===== src/hdl/psc_map.svh =====
// Bit positions, widths and limits of the packet status field
`ifndef PSC_MAP_SVH
`define PSC_MAP_SVH

// ****************************************
// Error flag byte, bit positions
// ****************************************
`define PSC_ERR_CT8_BIT      0
`define PSC_ERR_CT9_BIT      1
`define PSC_ERR_JAB_BIT      2
`define PSC_ERR_ELB_BIT      3
`define PSC_ERR_LOCK_BIT     4
`define PSC_ERR_NODELIM_BIT  5
`define PSC_ERR_LATECOL_BIT  6
`define PSC_ERR_SHORT_BIT    7

// ****************************************
// Second status byte, collision flag
// ****************************************
`define PSC_S1_COL_BIT       5

// ****************************************
// Field layout and counter limits
// ****************************************
`define PSC_FIELD_BYTES      7
`define PSC_IDX_ERR          3'h2
`define PSC_IDX_LAST         3'h6
`define PSC_COLT_WIDTH       10
`define PSC_RBY_WIDTH        16
`define PSC_RBY_SHORT_MAX    16'h007f
`define PSC_GAP_MAX          8'hff
`define PSC_BYTE_RESET       8'h00

`endif


===== src/hdl/psc_pkg.sv =====
// Types shared by the packet status counter files
package psc_pkg;

    // Seven status bytes in transfer order, byte 0 in the low bits
    typedef struct packed {
        logic [7:0] gap_bit_timer;
        logic [7:0] repeat_bytes_high;
        logic [7:0] repeat_bytes_low;
        logic [7:0] collision_timer_low;
        logic [7:0] packet_error_flags;
        logic [7:0] status_one;
        logic [7:0] status_zero;
    } psc_field_t;

    // Per-packet event inputs
    typedef struct packed {
        logic short_event;
        logic late_collision;
        logic lock_loss;
        logic elastic_error;
        logic jabber;
    } psc_events_t;

    // Packet tracking states
    typedef enum logic [1:0] {
        PSC_IDLE   = 2'b00,
        PSC_REPEAT = 2'b01,
        PSC_STORE  = 2'b10
    } psc_state_t;

endpackage


===== src/hdl/psc_counters.sv =====
// Packet status flags, collision, byte and gap counters of a repeater
//
// Contract
// - Timer bits 9:8 in error byte bits 1:0
// - Jabber flag at bit 2
// - Elastic buffer error flag at bit 3
// - Decoder lock loss flag at bit 4
// - Missing delimiter flag at bit 5, selects mode
// - Collisions never suppress missing delimiter flag
// - Late collision flag at bit 6
// - Short event flag at bit 7
// - Collision timer counts bits, freezes at collision
// - With delimiter, count post-delimiter bytes, 16 bits
// - Without delimiter, count from preamble, max 127
// - Gap timer counts bits while not transmitting
// - Gap timer saturates and holds at 255
// - Collision flag at bit 5 of second byte
// - Seven status bytes sent per packet
`timescale 1ns/10ps
`default_nettype none
`include "psc_map.svh"

module psc_counters #(
    parameter int COLT_W = `PSC_COLT_WIDTH,
    parameter int RBY_W  = `PSC_RBY_WIDTH
) (
    // Clock, reset, enable
    input  wire logic                 core_clk,
    input  wire logic                 rst_n,
    input  wire logic                 clk_en,
    // Network timing
    input  wire logic                 bit_tick,
    input  wire logic                 byte_tick,
    // Packet activity
    input  wire logic                 repeat_active,
    input  wire logic                 tx_active,
    input  wire logic                 delimiter_seen,
    input  wire logic                 collision,
    input  wire psc_pkg::psc_events_t events,
    // Earlier status bytes from the port logic
    input  wire logic [7:0]           status_zero,
    input  wire logic [7:0]           status_one,
    // Management side byte read
    input  wire logic                 rd_en,
    input  wire logic [2:0]           rd_idx,
    output logic      [7:0]           rd_data,
    output logic                      rd_valid,
    output logic                      field_ready
);

    // ****************************************
    // State and counters
    // ****************************************
    psc_pkg::psc_state_t state_reg;      // Packet tracking state
    psc_pkg::psc_state_t state_next;     // Its next value
    logic              active_d_reg;     // Previous repeat activity
    logic              tx_d_reg;         // Previous transmit activity
    logic              pkt_start;        // First cycle of repetition
    logic              pkt_end;          // Repetition just ended
    logic              tx_start;         // Transmission just began
    logic [COLT_W-1:0] colt_reg;         // Collision bit timer
    logic              col_flag_reg;     // Collision seen in packet
    logic [RBY_W-1:0]  rby_reg;          // Repeat byte counter
    logic              delim_reg;        // Delimiter seen in packet
    logic [7:0]        gap_reg;          // Running gap timer
    logic [7:0]        gap_cap_reg;      // Gap before this packet
    logic [4:0]        flags_reg;        // Sticky error events
    logic              missing_delim;    // No delimiter in packet
    psc_pkg::psc_field_t field;          // Assembled status field
    logic              store_en;         // Load snapshot store

    assign pkt_start = repeat_active && !active_d_reg;
    assign pkt_end   = !repeat_active && active_d_reg;
    assign tx_start  = tx_active && !tx_d_reg;
    assign store_en  = (state_reg == psc_pkg::PSC_STORE);

    // Missing delimiter is judged on delimiters alone, collisions ignored
    assign missing_delim = !delim_reg;

    // ****************************************
    // Edge history
    // ****************************************
    always_ff @(posedge core_clk or negedge rst_n) begin
        if (!rst_n) begin
            active_d_reg <= 1'b0;
            tx_d_reg     <= 1'b0;
        end else if (clk_en) begin
            active_d_reg <= repeat_active;
            tx_d_reg     <= tx_active;
        end
    end

    // ****************************************
    // Packet tracking state machine
    // ****************************************
    always_comb begin
        state_next = state_reg;
        case (state_reg)
            psc_pkg::PSC_IDLE: begin
                // Wait for repetition to begin
                if (pkt_start) begin
                    state_next = psc_pkg::PSC_REPEAT;
                end
            end
            psc_pkg::PSC_REPEAT: begin
                // Packet ends, take the snapshot next
                if (pkt_end) begin
                    state_next = psc_pkg::PSC_STORE;
                end
            end
            psc_pkg::PSC_STORE: begin
                state_next = pkt_start ? psc_pkg::PSC_REPEAT : psc_pkg::PSC_IDLE;
            end
            default: begin
                state_next = psc_pkg::PSC_IDLE;
            end
        endcase
    end

    always_ff @(posedge core_clk or negedge rst_n) begin
        if (!rst_n) begin
            state_reg <= psc_pkg::PSC_IDLE;
        end else if (clk_en) begin
            state_reg <= state_next;
        end
    end

    // ****************************************
    // Collision bit timer and collision flag
    // ****************************************
    always_ff @(posedge core_clk or negedge rst_n) begin
        if (!rst_n) begin
            colt_reg     <= '0;
            col_flag_reg <= 1'b0;
        end else if (clk_en) begin
            if (pkt_start) begin
                // Fresh packet, collision in the first cycle still counts
                colt_reg     <= '0;
                col_flag_reg <= collision;
            end else if (repeat_active) begin
                if (collision) begin
                    col_flag_reg <= 1'b1;
                end
                // Advance per bit until the first collision, then hold
                if (bit_tick && !col_flag_reg && !collision && !(&colt_reg)) begin
                    colt_reg <= colt_reg + 1'b1;
                end
            end
        end
    end

    // ****************************************
    // Repeat byte counter
    // ****************************************
    always_ff @(posedge core_clk or negedge rst_n) begin
        if (!rst_n) begin
            rby_reg   <= '0;
            delim_reg <= 1'b0;
        end else if (clk_en) begin
            if (pkt_start) begin
                rby_reg   <= '0;
                delim_reg <= 1'b0;
            end else if (repeat_active) begin
                if (delimiter_seen && !delim_reg) begin
                    // Restart counting after the delimiter
                    delim_reg <= 1'b1;
                    rby_reg   <= '0;
                end else if (byte_tick) begin
                    if (delim_reg) begin
                        rby_reg <= rby_reg + 1'b1;
                    end else if (rby_reg < RBY_W'(`PSC_RBY_SHORT_MAX)) begin
                        rby_reg <= rby_reg + 1'b1;
                    end
                end
            end
        end
    end

    // ****************************************
    // Inter-frame gap timer
    // ****************************************
    always_ff @(posedge core_clk or negedge rst_n) begin
        if (!rst_n) begin
            gap_reg     <= '0;
            gap_cap_reg <= '0;
        end else if (clk_en) begin
            if (tx_start) begin
                // Keep the gap that preceded this transmission
                gap_cap_reg <= gap_reg;
                gap_reg     <= '0;
            end else if (!tx_active && bit_tick && gap_reg != `PSC_GAP_MAX) begin
                gap_reg <= gap_reg + 8'h01;
            end
        end
    end

    // ****************************************
    // Sticky packet error events, set wins over clear
    // ****************************************
    always_ff @(posedge core_clk or negedge rst_n) begin
        if (!rst_n) begin
            flags_reg <= '0;
        end else if (clk_en) begin
            if (pkt_start) begin
                flags_reg <= events;
            end else if (repeat_active) begin
                flags_reg <= flags_reg | events;
            end
        end
    end

    // ****************************************
    // Status field assembly
    // ****************************************
    always_comb begin
        field = '0;
        field.status_zero  = status_zero;
        field.status_one   = status_one;
        field.status_one[`PSC_S1_COL_BIT] = col_flag_reg;
        field.packet_error_flags[`PSC_ERR_CT8_BIT]     = colt_reg[8];
        field.packet_error_flags[`PSC_ERR_CT9_BIT]     = colt_reg[9];
        field.packet_error_flags[`PSC_ERR_JAB_BIT]     = flags_reg[0];
        field.packet_error_flags[`PSC_ERR_ELB_BIT]     = flags_reg[1];
        field.packet_error_flags[`PSC_ERR_LOCK_BIT]    = flags_reg[2];
        field.packet_error_flags[`PSC_ERR_NODELIM_BIT] = missing_delim;
        field.packet_error_flags[`PSC_ERR_LATECOL_BIT] = flags_reg[3];
        field.packet_error_flags[`PSC_ERR_SHORT_BIT]   = flags_reg[4];
        field.collision_timer_low = colt_reg[7:0];
        field.repeat_bytes_low    = rby_reg[7:0];
        field.repeat_bytes_high   = rby_reg[15:8];
        field.gap_bit_timer       = gap_cap_reg;
    end

    // ****************************************
    // Field ready, set at store, cleared by last byte read
    // ****************************************
    always_ff @(posedge core_clk or negedge rst_n) begin
        if (!rst_n) begin
            field_ready <= 1'b0;
        end else if (clk_en) begin
            if (store_en) begin
                field_ready <= 1'b1;
            end else if (rd_en && rd_idx == `PSC_IDX_LAST) begin
                field_ready <= 1'b0;
            end
        end
    end

    // Snapshot store for the seven bytes
    psc_status_mem #(
        .DEPTH    (`PSC_FIELD_BYTES)
    ) u_mem (
        .core_clk (core_clk),
        .rst_n    (rst_n),
        .clk_en   (clk_en),
        .wr_en    (store_en),
        .wr_field (field),
        .rd_en    (rd_en),
        .rd_idx   (rd_idx),
        .rd_data  (rd_data),
        .rd_valid (rd_valid)
    );
endmodule
`default_nettype wire


===== src/hdl/psc_status_mem.sv =====
// Snapshot store for the seven status bytes with registered read
`timescale 1ns/10ps
`default_nettype none
`include "psc_map.svh"

module psc_status_mem #(
    parameter int DEPTH = `PSC_FIELD_BYTES
) (
    // Clock and reset
    input  wire logic              core_clk,
    input  wire logic              rst_n,
    input  wire logic              clk_en,
    // Write side, whole field at once
    input  wire logic              wr_en,
    input  wire psc_pkg::psc_field_t wr_field,
    // Read side
    input  wire logic              rd_en,
    input  wire logic [2:0]        rd_idx,
    output logic      [7:0]        rd_data,
    output logic                   rd_valid
);

    // ****************************************
    // Storage
    // ****************************************
    logic [7:0] mem_reg [DEPTH];         // Stored bytes
    logic [DEPTH*8-1:0] wr_flat;         // Field as flat bytes

    assign wr_flat = wr_field;

    // One write port per entry, all loaded together
    genvar g;
    generate
        for (g = 0; g < DEPTH; g++) begin : g_entry
            always_ff @(posedge core_clk or negedge rst_n) begin
                if (!rst_n) begin
                    mem_reg[g] <= `PSC_BYTE_RESET;
                end else if (clk_en && wr_en) begin
                    mem_reg[g] <= wr_flat[g*8 +: 8];
                end
            end
        end
    endgenerate

    // ****************************************
    // Registered read
    // ****************************************
    always_ff @(posedge core_clk or negedge rst_n) begin
        if (!rst_n) begin
            rd_data  <= `PSC_BYTE_RESET;
            rd_valid <= 1'b0;
        end else if (clk_en) begin
            rd_valid <= rd_en;
            // Out of range index reads as zero
            if (rd_en) begin
                rd_data <= (32'(rd_idx) < DEPTH) ? mem_reg[rd_idx] : `PSC_BYTE_RESET;
            end
        end
    end

endmodule
`default_nettype wire


===== config.mk =====
export PLATFORM = sky130hd
export DESIGN_NAME = psc_counters
export DESIGN_NICKNAME = d
export VERILOG_FILES = /design/src/hdl/psc_pkg.sv /design/src/hdl/psc_counters.sv /design/src/hdl/psc_status_mem.sv
export VERILOG_INCLUDE_DIRS = /design/src /design/src/hdl
export SDC_FILE = /design/constraint.sdc
export NUM_CORES = 1
export LEC_CHECK = 0
export ABC_AREA = 1
export BUFFER_PORTS_ARGS = -buffer_cell sky130_fd_sc_hd__buf_4
export CORE_UTILIZATION = 35
export DETAILED_ROUTE_END_ITERATION = 16
export GPL_TIMING_DRIVEN = 0
export SETUP_SLACK_MARGIN = 0.2
export SLEW_MARGIN = 20
export SYNTH_ARGS = -nofsm -noshare
export SYNTH_HDL_FRONTEND = slang
export SYNTH_SLANG_ARGS = --single-unit

===== constraint.sdc =====
create_clock -name core_clk -period 2.4 [get_ports core_clk]
set_input_delay 0.72 -clock core_clk [delete_from_list [all_inputs] [get_ports core_clk]]
set_output_delay 0.72 -clock core_clk [all_outputs]
set_load 0.005 [all_outputs]

---- Word-level counts from Yosys, hierarchy flattened ----
Index checks and enable logic that the tools add are counted.
operators by class
  equal/unequal tests ..................... 6
  reductions and logical operators ........ 39
  bitwise logic cells ..................... 2
  add/sub/neg operators ................... 3
  muxes and demuxes ....................... 29
  order comparisons ....................... 3
operator list
  kind                   number
  $mux 16                6
  $mux 8                 5
  $mux 10                3
  $bmux 8 s3             1
  $add 16x1->16 const B  1
  $lt 16x7->1 const B    1
  $reduce_and 3->1       4
  $reduce_bool 2->1      6
  $logic_and 1x1->1      11
  $add 10x1->10 const B  1
  $mux 5                 2
  $reduce_and 10->1      1
  $reduce_and 2->1       5
  $mux 1                 9
  $add 8x1->8 const B    1
  $logic_not 1->1        8
  $ne 8x8->1 const B     1
  $pmux 2 s3             1
  $or 5x5->5             1
  $ge 4x4->1 const B     1
  $mux 2                 2
  $ne 2x2->1 const B     2
  $not 3->4              1
  $reduce_and 4->1       1
  7 further kinds        7
word-level totals
  logic and storage cells ................. 102
  bits of input ports ..................... 34
  register bits ........................... 119
  output and inout port bits .............. 10

---- Logic depth before layout (Yosys ltp) ----
  depth in word-level cells ............... 7
  gate-level depth with buffers ........... 11
  mapped depth without buffers ............ 11

---- Hierarchy ----
From an unflattened synthesis, not the netlist that was laid out.
second synthesis, totals
  cell total of the unflattened synthesis .. 734
  area total of the unflattened synthesis .. 6178.4 um^2
modules (own cells, without submodules)
  module          times used  sequential area each (um^2)  cells each  area an instance (um^2)
  psc_counters    1           1351.3                       413         3149.3
  psc_status_mem  1           1626.6                       321         3029.2

---- Worst setup path after synthesis ----
Ideal clock, no wire load.
  path type ............................... input to register
  start ................................... input port clk_en
  end ..................................... register rby_reg[4]
  cell stages on the path ................. 9
  arrival time ............................ 1.558 ns
  setup time .............................. 0.118 ns
  setup slack ............................. 0.724 ns
  data required time ...................... 2.282 ns
  path buffers ............................ 2
  cell sequence ........................... buf_4 > nand2_1 > inv_2 > nand2_1 > nand2_1 > nand2_4 > buf_8 > nand2_1 > o21ai_2
on the way
  word-level cells in the longest chain between the ends .. 1
ends and longest elaborated chain
  item                               RTL line             source
  from (decl)                        psc_counters.sv:30   input wire logic clk_en,
  $reduce_and 4->1 (no source line)  -
  to (signal assigned)               psc_counters.sv:170  rby_reg <= rby_reg + 1'b1;
  to (signal assigned)               psc_counters.sv:172  rby_reg <= rby_reg + 1'b1;
  to (decl)                          psc_counters.sv:63   logic [RBY_W-1:0] rby_reg;
Every way passes these cells.
A chain may end at the register's enable or synchronous reset.

---- Worst setup path in the final report ----
  start ................................... register gap_reg[0]
  end ..................................... register gap_reg[5]
on the way
  word-level cells in the longest chain between the ends .. 4
  elaborated cells between the ends (all ways) .. 7
  those cells by class .................... add/sub (1); eq/ne (1); mux (2); reduce/logical (3)
ends and longest elaborated chain
  item                                                                 RTL line             source
  from (decl)                                                          psc_counters.sv:65   logic [7:0] gap_reg;
  from (signal assigned)                                               psc_counters.sv:192  gap_reg <= gap_reg + 8'h01;
  parallel branches: the longest is 4 deep, another holds $add 8x1->8  -
Parallel ways; which one is timed is not known. The select of a mux whose other input is x is not followed.

==> results.yml <==
run_status:
  status: "completed"
power:
  pwr-share-clk_pct: 40.6
  ir_drop_uv: 520.4
  combPwrFrac_pct: 16.7
  swShare_pct: 27.67
  p_per_area_nw_per_um2: 919.3
  p_int_mw: 4.683
  leakage_nw: 3.286
  switching_power_mw: 1.792
  p_seq_share_pct: 42.7
setup_path:
  worstReg2RegStart: "gap_reg[0]$_DFFE_PN0P_"
  path_class: "reg2reg"
  crit_fanout: 10
  end_kind: "register"
  arrival_ns: 2.10
  cp-startpoint: "gap_reg[0]$_DFFE_PN0P_"
  cp-start-kind: "register"
  crit_required_ns: 2.74
placement:
  io_buffers: 40
  place_congestion: 0.8672
  hpwlAfterDp_um: 10420
  place_area_um2: 6429
timing:
  rsz0062_at_grt: "false"
  max_freq_mhz: 566.2
  fin_skew_ns: 0.006931
  setup_viol: 0
  finalSetupTns_ns: 0
  slew_headroom_pct: 63.60
  final_max_slew_viol_count: 0
  hold_viol: 0
  min_period_ns: 1.766
  finalCritPeriodShare_pct: 73.59
  worst_pin_slew_ns: 0.5460
detailed_routing:
  ant_nets: 0
  via_per_inst: 4.971
  first_pass_iters: 5
  drcViolationCount: 0
  routed_wl_um: 14570
  drtIter0Drc: 313
  num_vias: 4921
  wl_per_cell_um: 14.72
floorplan:
  coreArea_um2: 16060
  die_width_um: 131.0
  die_h_um: 131.0
  std_cell_rows: 46
  ios: 44
  dieArea_um2: 17170
  start_util_pct: 36.29
logic_synthesis:
  syn_area_um2: 5827
  syn_avg_cell_area_um2: 8.289
  synth_top_area_cell: "dfrtp_1"
  yosysMostFrequentCell: "nand2_1"
  yosys_register_bits: 119
  synth_cell_types: 32
  syn_nets: 740
  synth_ff_type: "dfrtp_1"
  yosysWarningCount: 0
  synth_area_leaders: "dfrtp_1, nand2_1, o21ai_0"
  synthArstFlopShare_pct: 100.0
  synth_commonest_cells: "nand2_1, dfrtp_1, o21ai_0"
  synth-edff-count: 0
  synth_top_cell_area_share_pct: 51.11
  synth_cells: 703
  yosysSeqAreaShare_pct: 51.11
layout:
  syn2layout_area_growth_pct: 20.87
  fin_area_um2: 7043
  largest_reg_flops: 56
  nNetsFinal: 800
  layout-drive-gt1-share_pct: 16.02
  n_fill_cell: 1631
  diodes: 0
cts:
  htreeDepth: 4
  cts-root-buf: "clkbuf_16"
  cts_tree: "yes"
  ctsHoldBuffers: 0
  cts_sinks: 119
  clock_latency_ns: 0.42
  cts_resized: 0
  cts_buffers: 17
  cts_setup_buffers: 0
  clock_path_buffers: 2
  clk_pin_slew_ns: 0.05
grt:
  track_usage_pct: 18.55
  grt_pass1_wl_um: 23780
  grt_max_degree: 64
  overflow: 0
  grt_antenna_before_repair: 0
  grt_pass1_vias: 4572
min_path:
  min_path_type: "in2async"
job:
  drv_cap: 0
per-stage QoR:
stage / setup WS, ns / cells / hold slack (ns) / utilization [%] / total power [mW]
floorplan: 0.7237 / 703 / 0.4244 / - / 3.419
global placement: 0.1954 / 959 / 0.4588 / 39.84 / 3.824
detailed placement: 0.2353 / 960 / 0.4701 / 40.03 / 3.856
CTS: 0.6414 / 990 / 0.2780 / 43.86 / 6.526
global route: 0.4566 / 990 / 0.2863 / 43.86 / 6.823
finish: 0.6339 / 990 / 0.2538 / 43.86 / 6.474
worst paths after layout:
kind | end | slack [ns] | cells past startpoint
setup / recovery | gap_reg[5]$_DFFE_PN0P_ | 0.63 | 7
hold / removal | gap_reg[5]$_DFFE_PN0P_ | 0.25 | 1
setup reg to reg | gap_reg[5]$_DFFE_PN0P_ | 0.63 | 7
hold reg to reg | u_mem.rd_data[2]$_DFFE_PN0P_ | 0.48 | 2
max in group asynchronous | colt_reg[8]$_DFFE_PN0P_ | 1.43 | 2
min in group core_clk | u_mem.rd_data[2]$_DFFE_PN0P_ | 0.48 | 2
area by class of cell:
| class | count | area (µm²) | share of cell area, % |
|---|---|---|---|
| tap | 216 | 270.3 | 3.837 |
| timing repair buffer | 41 | 331.6 | 4.708 |
| inverter | 73 | 274.0 | 3.891 |
| sequential | 119 | 2978 | 42.28 |
| multi-input combinational | 485 | 2421 | 34.38 |
| buffer | 26 | 153.9 | 2.185 |
| clock inverter | 8 | 120.1 | 1.705 |
| clock buffer | 22 | 494.2 | 7.017 |
per-layer routing:
| layer | vias to the layer above | wire [µm] | GRT usage [%] | part of all wire (%) |
|---|---|---|---|---|
| li1 | 2444 | - | - | - |
| met1 | 2349 | 7346 | 25.93 | 50 |
| met2 | 113 | 6443 | 27.54 | 44 |
| met3 | 15 | 608 | 4.886 | 4.2 |
| met4 | 0 | 171 | 6.694 | 1.2 |
| met5 | - | 0 | 0 | 0 |
critical path: stages (launching register included):
cell and delay [ns]:
dfrtp_1 0.41, ha_1 0.25, nand3_1 0.12, nor2_1 0.06
o21ai_1 0.43, buf_4 0.26, nand4_1 0.08, o21ai_0 0.08
kinds of logic after synthesis:
group	Yosys count	synth area share, %
adders and majority gates	3	0.6443
muxes	19	3.672
DFF	119	51.11
AOI/OAI and AO/OA	140	13.29
xor gates and xnor gates	2	0.3007
buffers and inverters	99	7.344
and+or+nand+nor	321	23.64
power by group through the flow:
| stage | combinational (mW) | clock [mW] | sequential [mW] |
|---|---|---|---|
| CTS | 1.10 | 2.67 | 2.76 |
| global route | 1.25 | 2.76 | 2.81 |
| detailed placement | 1.08 | 0 | 2.78 |
| floorplan | 0.737 | 0 | 2.68 |
| global placement | 1.05 | 0 | 2.77 |
| finish | 1.08 | 2.63 | 2.76 |
placed cells by master (no fill, tap or decap), drive strengths merged:
| master | instances |
|---|---|
| dfrtp | 119 |
| nand3b | 2 |
| nand3 | 47 |
| ha | 3 |
| xor2 | 2 |
| nor2 | 60 |
| o211ai | 10 |
| bufinv | 3 |
| o21ai | 110 |
| clkinv | 5 |
| o221ai | 8 |
| dlygate4sd1 | 1 |
| or2 | 4 |
| clkbuf | 34 |
| clkinvlp | 2 |
| nand2 | 185 |
| a21oi | 12 |
| nand4 | 18 |
| mux2 | 19 |
| inv | 71 |
| buf | 54 |
| nor3 | 5 |
Note: power is estimated with default switching activity, not from simulation.
